<file path="config.mk">
export PLATFORM = sky130hd
export DESIGN_NAME = wcb_top
export DESIGN_NICKNAME = d
export VERILOG_FILES = /design/src/wcb_fifo.v /design/src/wcb_line.v /design/src/wcb_top.v
export VERILOG_INCLUDE_DIRS = /design/src /design/src/src
export SDC_FILE = /design/constraint.sdc
export NUM_CORES = 2
export LEC_CHECK = 0
export BUFFER_PORTS_ARGS = -buffer_cell sky130_fd_sc_hd__buf_2
export CORE_MARGIN = 2
export CORE_UTILIZATION = 35
export DETAILED_ROUTE_END_ITERATION = 10
export HOLD_SLACK_MARGIN = 0.06
export SYNTH_ARGS = -nofsm -noshare
export SYNTH_HDL_FRONTEND = slang
export SYNTH_SLANG_ARGS = --single-unit
export TNS_END_PERCENT = 5
</file>
<file path="constraint.sdc">
create_clock -name clk_i -period 5.55 [get_ports clk_i]
set_clock_uncertainty 0.05 [all_clocks]
set_input_delay 0.8325 -clock clk_i [delete_from_list [all_inputs] [get_ports clk_i]]
set_output_delay 0.8325 -clock clk_i [all_outputs]
set_load 0.005 [all_outputs]
</file>
<file path="src/wcb_consts.vh">
// Purpose: constants for the write combining buffer
// Assumes: included by bare name from design files
// Notes: line geometry, chunk geometry and port widths
`ifndef WCB_CONSTS_VH
`define WCB_CONSTS_VH

// ----------------------------------------------------------------
// line geometry
// ----------------------------------------------------------------
`define WCB_LINE_BYTES 64
`define WCB_LINE_BYTES_OLD 32
`define WCB_NUM_BUFS 4
`define WCB_BUF_IDX_W 2
`define WCB_ADDR_W 32
`define WCB_LINE_ADDR_W 27
`define WCB_BYTE_OFS_W 6
`define WCB_CHUNK_BYTES 8
`define WCB_CHUNKS_MAX 8
`define WCB_CHUNKS_OLD 4
`define WCB_CHUNK_IDX_W 3

// ----------------------------------------------------------------
// output fifo shape
// ----------------------------------------------------------------
`define WCB_FIFO_DEPTH 4
`define WCB_FIFO_AW 2
// burst flag + last + 27-bit line addr + chunk idx + 8 strobes + 64 data
`define WCB_FIFO_W 104

`endif

</file>
<file path="src/wcb_fifo.v">
// Purpose: small synchronous fifo with valid/ready on both sides
// Assumes: single clock, synchronous active-low reset
// Notes: honest full and empty; clock enable freezes all state
`timescale 1ns/1ns
`default_nettype none
module wcb_fifo #(
    parameter WIDTH = 8,
    parameter DEPTH = 4,
    parameter AW = 2
) (
    // clock and reset
    input wire clk_i,
    input wire reset_n_i,
    input wire clk_en_i,
    // fill side
    input wire in_valid_i,
    output wire in_ready_o,
    input wire [WIDTH-1:0] in_data_i,
    // drain side
    output wire out_valid_o,
    input wire out_ready_i,
    output wire [WIDTH-1:0] out_data_o
);
    reg [WIDTH-1:0] mem_reg [0:DEPTH-1];
    reg [AW-1:0] wr_ptr_reg;
    reg [AW-1:0] rd_ptr_reg;
    reg [AW:0] count_reg;
    wire push;
    wire pop;

    // handshake terms
    assign in_ready_o = (count_reg != DEPTH[AW:0]);
    assign out_valid_o = (count_reg != {(AW+1){1'b0}});
    assign out_data_o = mem_reg[rd_ptr_reg];
    assign push = in_valid_i && in_ready_o;
    assign pop = out_valid_o && out_ready_i;

    // storage write
    always @(posedge clk_i) begin
        if (clk_en_i && push) begin
            mem_reg[wr_ptr_reg] <= in_data_i;
        end
    end

    // pointers and occupancy
    always @(posedge clk_i) begin
        if (!reset_n_i) begin
            wr_ptr_reg <= {AW{1'b0}};
            rd_ptr_reg <= {AW{1'b0}};
            count_reg <= {(AW+1){1'b0}};
        end else if (clk_en_i) begin
            if (push) begin
                wr_ptr_reg <= wr_ptr_reg + 1'b1;
            end
            if (pop) begin
                rd_ptr_reg <= rd_ptr_reg + 1'b1;
            end
            if (push && !pop) begin
                count_reg <= count_reg + 1'b1;
            end else if (pop && !push) begin
                count_reg <= count_reg - 1'b1;
            end
        end
    end
endmodule
`default_nettype wire

</file>
<file path="src/wcb_line.v">
// Purpose: one combining line buffer: address, data and byte mask
// Assumes: single clock, synchronous active-low reset
// Notes: later stores to a byte overwrite earlier ones
`timescale 1ns/1ns
`default_nettype none
`include "wcb_consts.vh"
module wcb_line (
    // clock and reset
    input wire clk_i,
    input wire reset_n_i,
    input wire clk_en_i,
    // control
    input wire alloc_i,
    input wire merge_i,
    input wire release_i,
    input wire [`WCB_LINE_ADDR_W-1:0] line_addr_i,
    input wire [`WCB_CHUNK_IDX_W-1:0] chunk_i,
    input wire [7:0] strb_i,
    input wire [63:0] data_i,
    // state
    output reg busy_o,
    output reg [`WCB_LINE_ADDR_W-1:0] line_addr_o,
    output reg [`WCB_LINE_BYTES-1:0] mask_o,
    output wire [`WCB_LINE_BYTES*8-1:0] data_o
);
    reg [7:0] byte_reg [0:`WCB_LINE_BYTES-1];
    integer b;
    genvar g;

    // flatten bytes for the drain side
    generate
        for (g = 0; g < `WCB_LINE_BYTES; g = g + 1) begin : flat
            assign data_o[g*8 +: 8] = byte_reg[g];
        end
    endgenerate

    // byte storage, last write wins
    always @(posedge clk_i) begin
        if (clk_en_i && (alloc_i || merge_i)) begin
            for (b = 0; b < 8; b = b + 1) begin
                if (strb_i[b]) begin
                    byte_reg[{chunk_i, b[2:0]}] <= data_i[b*8 +: 8];
                end
            end
        end
    end

    // tag and valid mask
    always @(posedge clk_i) begin
        if (!reset_n_i) begin
            busy_o <= 1'b0;
            line_addr_o <= {`WCB_LINE_ADDR_W{1'b0}};
            mask_o <= {`WCB_LINE_BYTES{1'b0}};
        end else if (clk_en_i) begin
            if (release_i) begin
                busy_o <= 1'b0;
                mask_o <= {`WCB_LINE_BYTES{1'b0}};
            end else if (alloc_i || merge_i) begin
                busy_o <= 1'b1;
                if (alloc_i) begin
                    line_addr_o <= line_addr_i;
                end
                mask_o[chunk_i*8 +: 8] <= mask_o[chunk_i*8 +: 8] | strb_i;
            end
        end
    end
endmodule
`default_nettype wire

</file>
<file path="src/wcb_top.v">
// Purpose: write combining buffer between core stores and system bus
// Assumes: stores are 8-byte aligned words with byte strobes
// Notes: bus side is a valid/ready stream of 8-byte beats
//
// Behaviour
// - repeated stores to one byte keep only the newest value.
// - the buffer is apart from caches and store queue and ignores snoops.
// - there are several line buffers of 64 bytes, or 32 in the old mode.
// - stores fill one open buffer at a time; the code also merges a store into any undrained buffer of its line.
// - filled buffers may be drained whenever the device chooses.
// - a fully valid buffer leaves as one burst of the whole line; one completed in the cycle it is picked leaves as partials.
// - a buffer with any missing byte leaves as one partial write per chunk holding a valid byte.
// - a partial drain makes at most 4 writes for 32 bytes, 8 for 64 bytes.
// - drained buffers may reach the bus in any order.
// - partial writes of one buffer may reach the bus in any chunk order.
// - all valid bytes of one aligned 8-byte chunk go in one write.
// - a full buffer is always exactly one burst; a buffer completed in the cycle it is picked leaves as partials.
// - a serializing event forces every open buffer to drain.
`timescale 1ns/1ns
`default_nettype none
`include "wcb_consts.vh"
module wcb_top (
    // clock, reset, enable
    input wire clk_i,
    input wire reset_n_i,
    input wire clk_en_i,
    // configuration: high selects the 32-byte line
    input wire line_short_i,
    // core store port
    input wire st_valid_i,
    output reg st_ready_o,
    input wire [`WCB_ADDR_W-1:0] st_addr_i,
    input wire [7:0] st_strb_i,
    input wire [63:0] st_data_i,
    // serializing event strobe
    input wire serialize_i,
    output reg drained_o,
    // system bus write beats
    output reg bus_valid_o,
    input wire bus_ready_i,
    output reg bus_burst_o,
    output reg bus_last_o,
    output reg [`WCB_ADDR_W-1:0] bus_addr_o,
    output reg [7:0] bus_strb_o,
    output reg [63:0] bus_data_o
);
    // ----------------------------------------------------------------
    // declarations
    // ----------------------------------------------------------------
    localparam ST_IDLE = 2'd0;
    localparam ST_SCAN = 2'd1;
    localparam ST_FREE = 2'd2;
    localparam NB = `WCB_NUM_BUFS;
    localparam LB = `WCB_LINE_BYTES;

    wire [NB-1:0] busy;
    wire [`WCB_LINE_ADDR_W-1:0] tag [0:NB-1];
    wire [LB-1:0] mask [0:NB-1];
    wire [LB*8-1:0] ldata [0:NB-1];
    reg [NB-1:0] alloc;
    reg [NB-1:0] merge;
    reg [NB-1:0] rel;

    reg [`WCB_BUF_IDX_W-1:0] open_reg;
    reg open_vld_reg;
    reg [1:0] state_reg;
    reg [`WCB_BUF_IDX_W-1:0] drn_reg;
    reg [`WCB_CHUNK_IDX_W-1:0] chk_reg;
    reg drn_burst_reg;
    reg flush_reg;

    wire [`WCB_LINE_ADDR_W-1:0] st_line;
    wire [`WCB_CHUNK_IDX_W-1:0] st_chunk;
    wire [`WCB_CHUNK_IDX_W-1:0] last_chunk;
    wire [LB-1:0] need_mask;
    reg hit;
    reg [`WCB_BUF_IDX_W-1:0] hit_idx;
    reg free_any;
    reg [`WCB_BUF_IDX_W-1:0] free_idx;
    reg take;
    reg new_open;
    integer i;

    wire f_ready;
    wire f_valid;
    wire [`WCB_FIFO_W-1:0] f_data;
    reg f_push;
    reg [`WCB_FIFO_W-1:0] f_in;
    wire [LB-1:0] dmask;
    wire [LB*8-1:0] dline;
    wire full_line;
    wire [7:0] cstrb;

    // ----------------------------------------------------------------
    // line buffers
    // ----------------------------------------------------------------
    // short lines use only the low 32 bytes of each buffer
    // the tag has one spare top bit, used only by the 32-byte line
    assign st_line = line_short_i ? st_addr_i[`WCB_ADDR_W-1:5]
                     : {1'b0, st_addr_i[`WCB_ADDR_W-1:6]};
    assign st_chunk = line_short_i ? {1'b0, st_addr_i[4:3]} : st_addr_i[5:3];
    assign last_chunk = line_short_i ? 3'd3 : 3'd7;
    assign need_mask = line_short_i ? {{32{1'b0}}, {32{1'b1}}} : {LB{1'b1}};

    genvar g;
    generate
        for (g = 0; g < NB; g = g + 1) begin : lines
            // separate storage, no snoop port at all
            wcb_line u_line (
                .clk_i(clk_i),
                .reset_n_i(reset_n_i),
                .clk_en_i(clk_en_i),
                .alloc_i(alloc[g]),
                .merge_i(merge[g]),
                .release_i(rel[g]),
                .line_addr_i(st_line),
                .chunk_i(st_chunk),
                .strb_i(st_strb_i),
                .data_i(st_data_i),
                .busy_o(busy[g]),
                .line_addr_o(tag[g]),
                .mask_o(mask[g]),
                .data_o(ldata[g])
            );
        end
    endgenerate

    // ----------------------------------------------------------------
    // store acceptance
    // ----------------------------------------------------------------
    // hit on any undrained buffer of the line, else look for a free one
    always @* begin
        hit = 1'b0;
        hit_idx = open_reg;
        free_any = 1'b0;
        free_idx = {`WCB_BUF_IDX_W{1'b0}};
        for (i = NB - 1; i >= 0; i = i - 1) begin
            if (!busy[i]) begin
                free_any = 1'b1;
                free_idx = i[`WCB_BUF_IDX_W-1:0];
            end
        end
        // any undrained buffer of the line merges; a line sits twice only while one copy drains
        for (i = 0; i < NB; i = i + 1) begin
            if (busy[i] && tag[i] == st_line
                    && !(state_reg != ST_IDLE && drn_reg == i[`WCB_BUF_IDX_W-1:0])) begin
                hit = 1'b1;
                hit_idx = i[`WCB_BUF_IDX_W-1:0];
            end
        end
        take = st_valid_i && !flush_reg && !serialize_i && (hit || free_any);
        new_open = take && !hit;
        alloc = {NB{1'b0}};
        merge = {NB{1'b0}};
        if (take && hit) begin
            merge[hit_idx] = 1'b1;
        end
        if (new_open) begin
            alloc[free_idx] = 1'b1;
        end
    end

    // ready is registered: it acknowledges, one cycle later, a store already taken
    always @(posedge clk_i) begin
        if (!reset_n_i) begin
            st_ready_o <= 1'b0;
            open_reg <= {`WCB_BUF_IDX_W{1'b0}};
            open_vld_reg <= 1'b0;
        end else if (clk_en_i) begin
            st_ready_o <= take;
            if (new_open) begin
                open_reg <= free_idx;
                open_vld_reg <= 1'b1;
            end else if (serialize_i || flush_reg) begin
                open_vld_reg <= 1'b0;
            end
        end
    end

    // ----------------------------------------------------------------
    // drain engine
    // ----------------------------------------------------------------
    assign dmask = mask[drn_reg];
    assign dline = ldata[drn_reg];
    assign full_line = ((dmask & need_mask) == need_mask);
    assign cstrb = dmask[chk_reg*8 +: 8];

    // build one beat; a partial beat carries its whole chunk
    always @* begin
        f_push = 1'b0;
        f_in = {drn_burst_reg, chk_reg == last_chunk,
                tag[drn_reg], chk_reg, cstrb, dline[chk_reg*64 +: 64]};
        rel = {NB{1'b0}};
        if (state_reg == ST_SCAN) begin
            f_push = drn_burst_reg || (cstrb != 8'h00);
        end
        if (state_reg == ST_FREE) begin
            rel[drn_reg] = 1'b1;
        end
    end

    // pick a buffer, walk its chunks, then release it
    always @(posedge clk_i) begin
        if (!reset_n_i) begin
            state_reg <= ST_IDLE;
            drn_reg <= {`WCB_BUF_IDX_W{1'b0}};
            chk_reg <= {`WCB_CHUNK_IDX_W{1'b0}};
            drn_burst_reg <= 1'b0;
            flush_reg <= 1'b0;
            drained_o <= 1'b0;
        end else if (clk_en_i) begin
            drained_o <= 1'b0;
            if (serialize_i) begin
                flush_reg <= 1'b1;
            end
            case (state_reg)
                ST_IDLE: begin
                    chk_reg <= {`WCB_CHUNK_IDX_W{1'b0}};
                    for (i = 0; i < NB; i = i + 1) begin
                        // drain any closed buffer or a fully valid open one, or all under flush
                        if (busy[i] && state_reg == ST_IDLE
                                && (flush_reg || !open_vld_reg
                                    || open_reg != i[`WCB_BUF_IDX_W-1:0]
                                    || (mask[i] & need_mask) == need_mask)) begin
                            drn_reg <= i[`WCB_BUF_IDX_W-1:0];
                            drn_burst_reg <= ((mask[i] & need_mask) == need_mask);
                            state_reg <= ST_SCAN;
                        end
                    end
                    // drained only once the fifo and the bus stage are empty too
                    if (flush_reg && busy == {NB{1'b0}} && !serialize_i
                            && !f_valid && !bus_valid_o) begin
                        flush_reg <= 1'b0;
                        drained_o <= 1'b1;
                    end
                end
                ST_SCAN: begin
                    if (!f_push || f_ready) begin
                        if (chk_reg == last_chunk) begin
                            state_reg <= ST_FREE;
                        end else begin
                            chk_reg <= chk_reg + 1'b1;
                        end
                    end
                end
                ST_FREE: begin
                    state_reg <= ST_IDLE;
                end
                default: begin
                    state_reg <= ST_IDLE;
                end
            endcase
        end
    end

    // ----------------------------------------------------------------
    // output fifo and bus registers
    // ----------------------------------------------------------------
    wcb_fifo #(
        .WIDTH(`WCB_FIFO_W),
        .DEPTH(`WCB_FIFO_DEPTH),
        .AW(`WCB_FIFO_AW)
    ) u_fifo (
        .clk_i(clk_i),
        .reset_n_i(reset_n_i),
        .clk_en_i(clk_en_i),
        .in_valid_i(f_push),
        .in_ready_o(f_ready),
        .in_data_i(f_in),
        .out_valid_o(f_valid),
        .out_ready_i(!bus_valid_o || bus_ready_i),
        .out_data_o(f_data)
    );

    // output stage holds a beat until the bus takes it
    always @(posedge clk_i) begin
        if (!reset_n_i) begin
            bus_valid_o <= 1'b0;
            bus_burst_o <= 1'b0;
            bus_last_o <= 1'b0;
            bus_addr_o <= {`WCB_ADDR_W{1'b0}};
            bus_strb_o <= 8'h00;
            bus_data_o <= 64'h0000_0000_0000_0000;
        end else if (clk_en_i && (!bus_valid_o || bus_ready_i)) begin
            bus_valid_o <= f_valid;
            if (f_valid) begin
                bus_burst_o <= f_data[103];
                bus_last_o <= f_data[102];
                bus_addr_o <= line_short_i
                    ? {f_data[101:75], f_data[73:72], 3'b000}
                    : {f_data[100:75], f_data[74:72], 3'b000};
                bus_strb_o <= f_data[71:64];
                bus_data_o <= f_data[63:0];
            end
        end
    end
endmodule
`default_nettype wire

</file>
==> out/summary.txt <==
Fmax achieved: 210 MHz
met2 global-route usage: 0.290
number of post-CTS setup repair buffers: 0
CP startpoint: drn_reg[0]
clock-pin slew on the worst setup and hold paths: 60 ps
commonest non-fill, non-tap cell in the layout: edfxtp_1
post-DP HPWL: 233000 µm
sequential-to-total area share from yosys stat: 0.702
Mean Syn Cell Area: 18.1 µm²
r2r setup slk: 790 ps
Slew Limit Fails: 0
Initial DRC Count: 8440
Routed WL: 349000 µm
post-CTS sizing: 0
DIE AREA: 346000 µm²
Setup WS post-layout: 787 ps
met1 usage: 0.284
status: finished clean
vias: 66600
number of global-route vias before repair: 66000
Clock Path Buffers: 4
Placer Congestion: 1.01
Leakage: 44.1 nW
Mapped Area: 120000 µm²
Crit path required time: 6070 ps
Tightest Pin Transition: 1310 ps
top cell type's share of synthesized area: 0.619
sequential cell area: 83900 µm²
core footprint: 340000 µm²
number of synthesized flops with an enable pin: 2464
global-route wire length before repair: 493000 µm
leading area contributor after synthesis: edfxtp_1
initial core utilization: 0.352
final critical-path required period: 4760 ps
unrepaired setup endpoints after global routing: false
flops & latches, synth: 2959
Pwr Density: 355 nW/µm²
Ports: 220
Async S/R FF share, synth: 0
Most used DFF post-synth: edfxtp_1
gr usage total: 0.197
htree depth: 5
cts hold-fix bufs: 0
final hold vios: 0
area of the multi-input gates: 34000 µm²
endpoints failing setup: 0
number of port buffers: 213
maximum vdd drop: 0.000336 V
# fillers: 30000
GRT busiest layer: met2
Final Instance Count excl. Fillers: 12000
CP endpoint kind: register
crit path to: u_fifo.mem_reg[2][74]
Placement Setup Slack: 431 ps
Clk Tree Root Cell: clkbuf_16
Core Rows: 214
Mapped Cells: 6615
total gr overflow: 0
TritonCTS clock tree: yes
Die X-Extent: 588 µm
R2R cell count: 11
post-synth cell types: 85
Residual DRC: 0
worst min path class: in -> reg
met3 Usage GRT: 0.0522
TritonRoute pass-1 iters: 6
clk_lat worst skew: 910 ps
Vias/cell: 5.56
initial antenna violation count: 61
Worst Setup Start Kind: register
setup TNS: 0 ps
number of synthesis warnings: 0
WL/cell: 29.1 µm
placed insts: 11400
CTS Sinks: 2959
largest net degree at the start of global routing: 147
Max FO, Critical Path: 70
Worst slew margin: 0.124
Chip Height: 588 µm
r2r endpoint: u_fifo.mem_reg[2][74]
worst reg2reg path startpoint: drn_reg[0]
antenna viol nets, final: 0
Synth area leaders: edfxtp_1 (62%), mux4_2 (15%), dfxtp_1 (8.3%), mux2i_1 (2.3%), nand2_1 (1.7%)
max cap viols: 0
Net count, final: 7304
area grow syn2layout: 15.9%
TritonCTS Buffers: 318
critical path class: reg -> reg
number of flip-flops in the largest register: 2048
share of layout cells above drive strength 1: 0.277
Final Cycle Share: 0.858
most frequent cells in the layout: edfxtp_1 (2464), mux4_2 (819), nand2_1 (548)
CP arrival: 5280 ps
[synth_stat cells, types with 20 or more instances]
library cell / n
a21boi_0: 82
a21oi_1: 114
a22o_1: 67
a22oi_1: 37
and2_1: 24
and3_1: 20
buf_1: 39
buf_2: 61
clkbuf_1: 269
dfxtp_1: 495
edfxtp_1: 2464
inv_1: 29
mux2_2: 75
mux2i_1: 270
mux4_2: 819
nand2_1: 557
nand2b_1: 43
nand3_1: 55
nand4_1: 81
nor2_1: 347
nor2b_1: 24
nor4_1: 58
o211a_1: 29
o211ai_1: 22
o21ai_0: 50
o22ai_1: 22
o2bb2ai_1: 101
or3_1: 26
xnor2_1: 104
[worst min path at each step]
stage	cells after the start	slack (ps)	startpoint	end
finish	4	290	bus_ready_i	bus_valid_o
global route	4	310	bus_ready_i	bus_valid_o
CTS	4	230	bus_ready_i	bus_valid_o
detailed placement	2	400	bus_data_o[3]	bus_data_o[3]
global placement	2	400	bus_data_o[3]	bus_data_o[3]
floorplan	2	400	lines[1].u_line.mask_o[62]	lines[1].u_line.mask_o[62]
[per-layer routing]
| layer | vias up | part of all wire |
|---|---|---|
| met1 | 34900 | 0.43 |
| li1 | 27900 | - |
| met2 | 3178 | 0.44 |
| met4 | 50 | 0.032 |
| met5 | - | 0.00092 |
| met3 | 638 | 0.10 |
[layout make-up]
type / instances / share of cell area
Multi-Input combinational cell: 3231 / 0.245
Clock buffer: 394 / 0.0610
Sequential cell: 2959 / 0.606
Tap cell: 4536 / 0.0410
Antenna cell: 15 / 0.000271
Inverter: 33 / 0.000948
Timing Repair Buffer: 638 / 0.0335
Clock inverter: 176 / 0.0127
[where the power goes]
group          switching (mW)  total [mW]  internal [mW]
Combinational            2.35        3.74           1.39
Clock                    8.81        20.7           11.9
Sequential              0.348        24.7           24.3
[critical path, cell delays in order, from the launching register on]
cell,delay (ps)
dfxtp_4,630
buf_12,520
mux2i_1,240
a221oi_1,540
a21oi_1,90
o211ai_1,670
nor3_1,130
nand2_1,150
or2_2,130
buf_4,150
and3_4,650
buf_4,390
[through the flow]
step           total power [mW]   util  hold WS [ps]  instance area [µm²]
2_1_floorplan              27.1      -           399               120000
3_3_place_gp               28.8  0.378           404               128000
3_5_place_dp               28.9  0.378           404               128000
4_1_cts                    49.6  0.408           232               139000
5_1_grt                    50.7  0.408           309               139000
6_report                   49.1  0.408           289               139000
[logic make-up (layout without fill, tap and decap cells)]
group	after synthesis	after routing	synth area share
flip-flops	2959	2959	0.702
AND/OR/NAND/NOR	1310	1310	0.0500
multiplexers	1172	1172	0.185
AO/OA/AOI/OAI	625	625	0.0388
buffers and inverters	427	1241	0.0152
XOR/XNOR	109	109	0.00805
adder cells (fa/ha/maj)	12	12	0.00132
other	1	18	0.0000314
No activity file was read; power rests on OpenSTA's default activity.
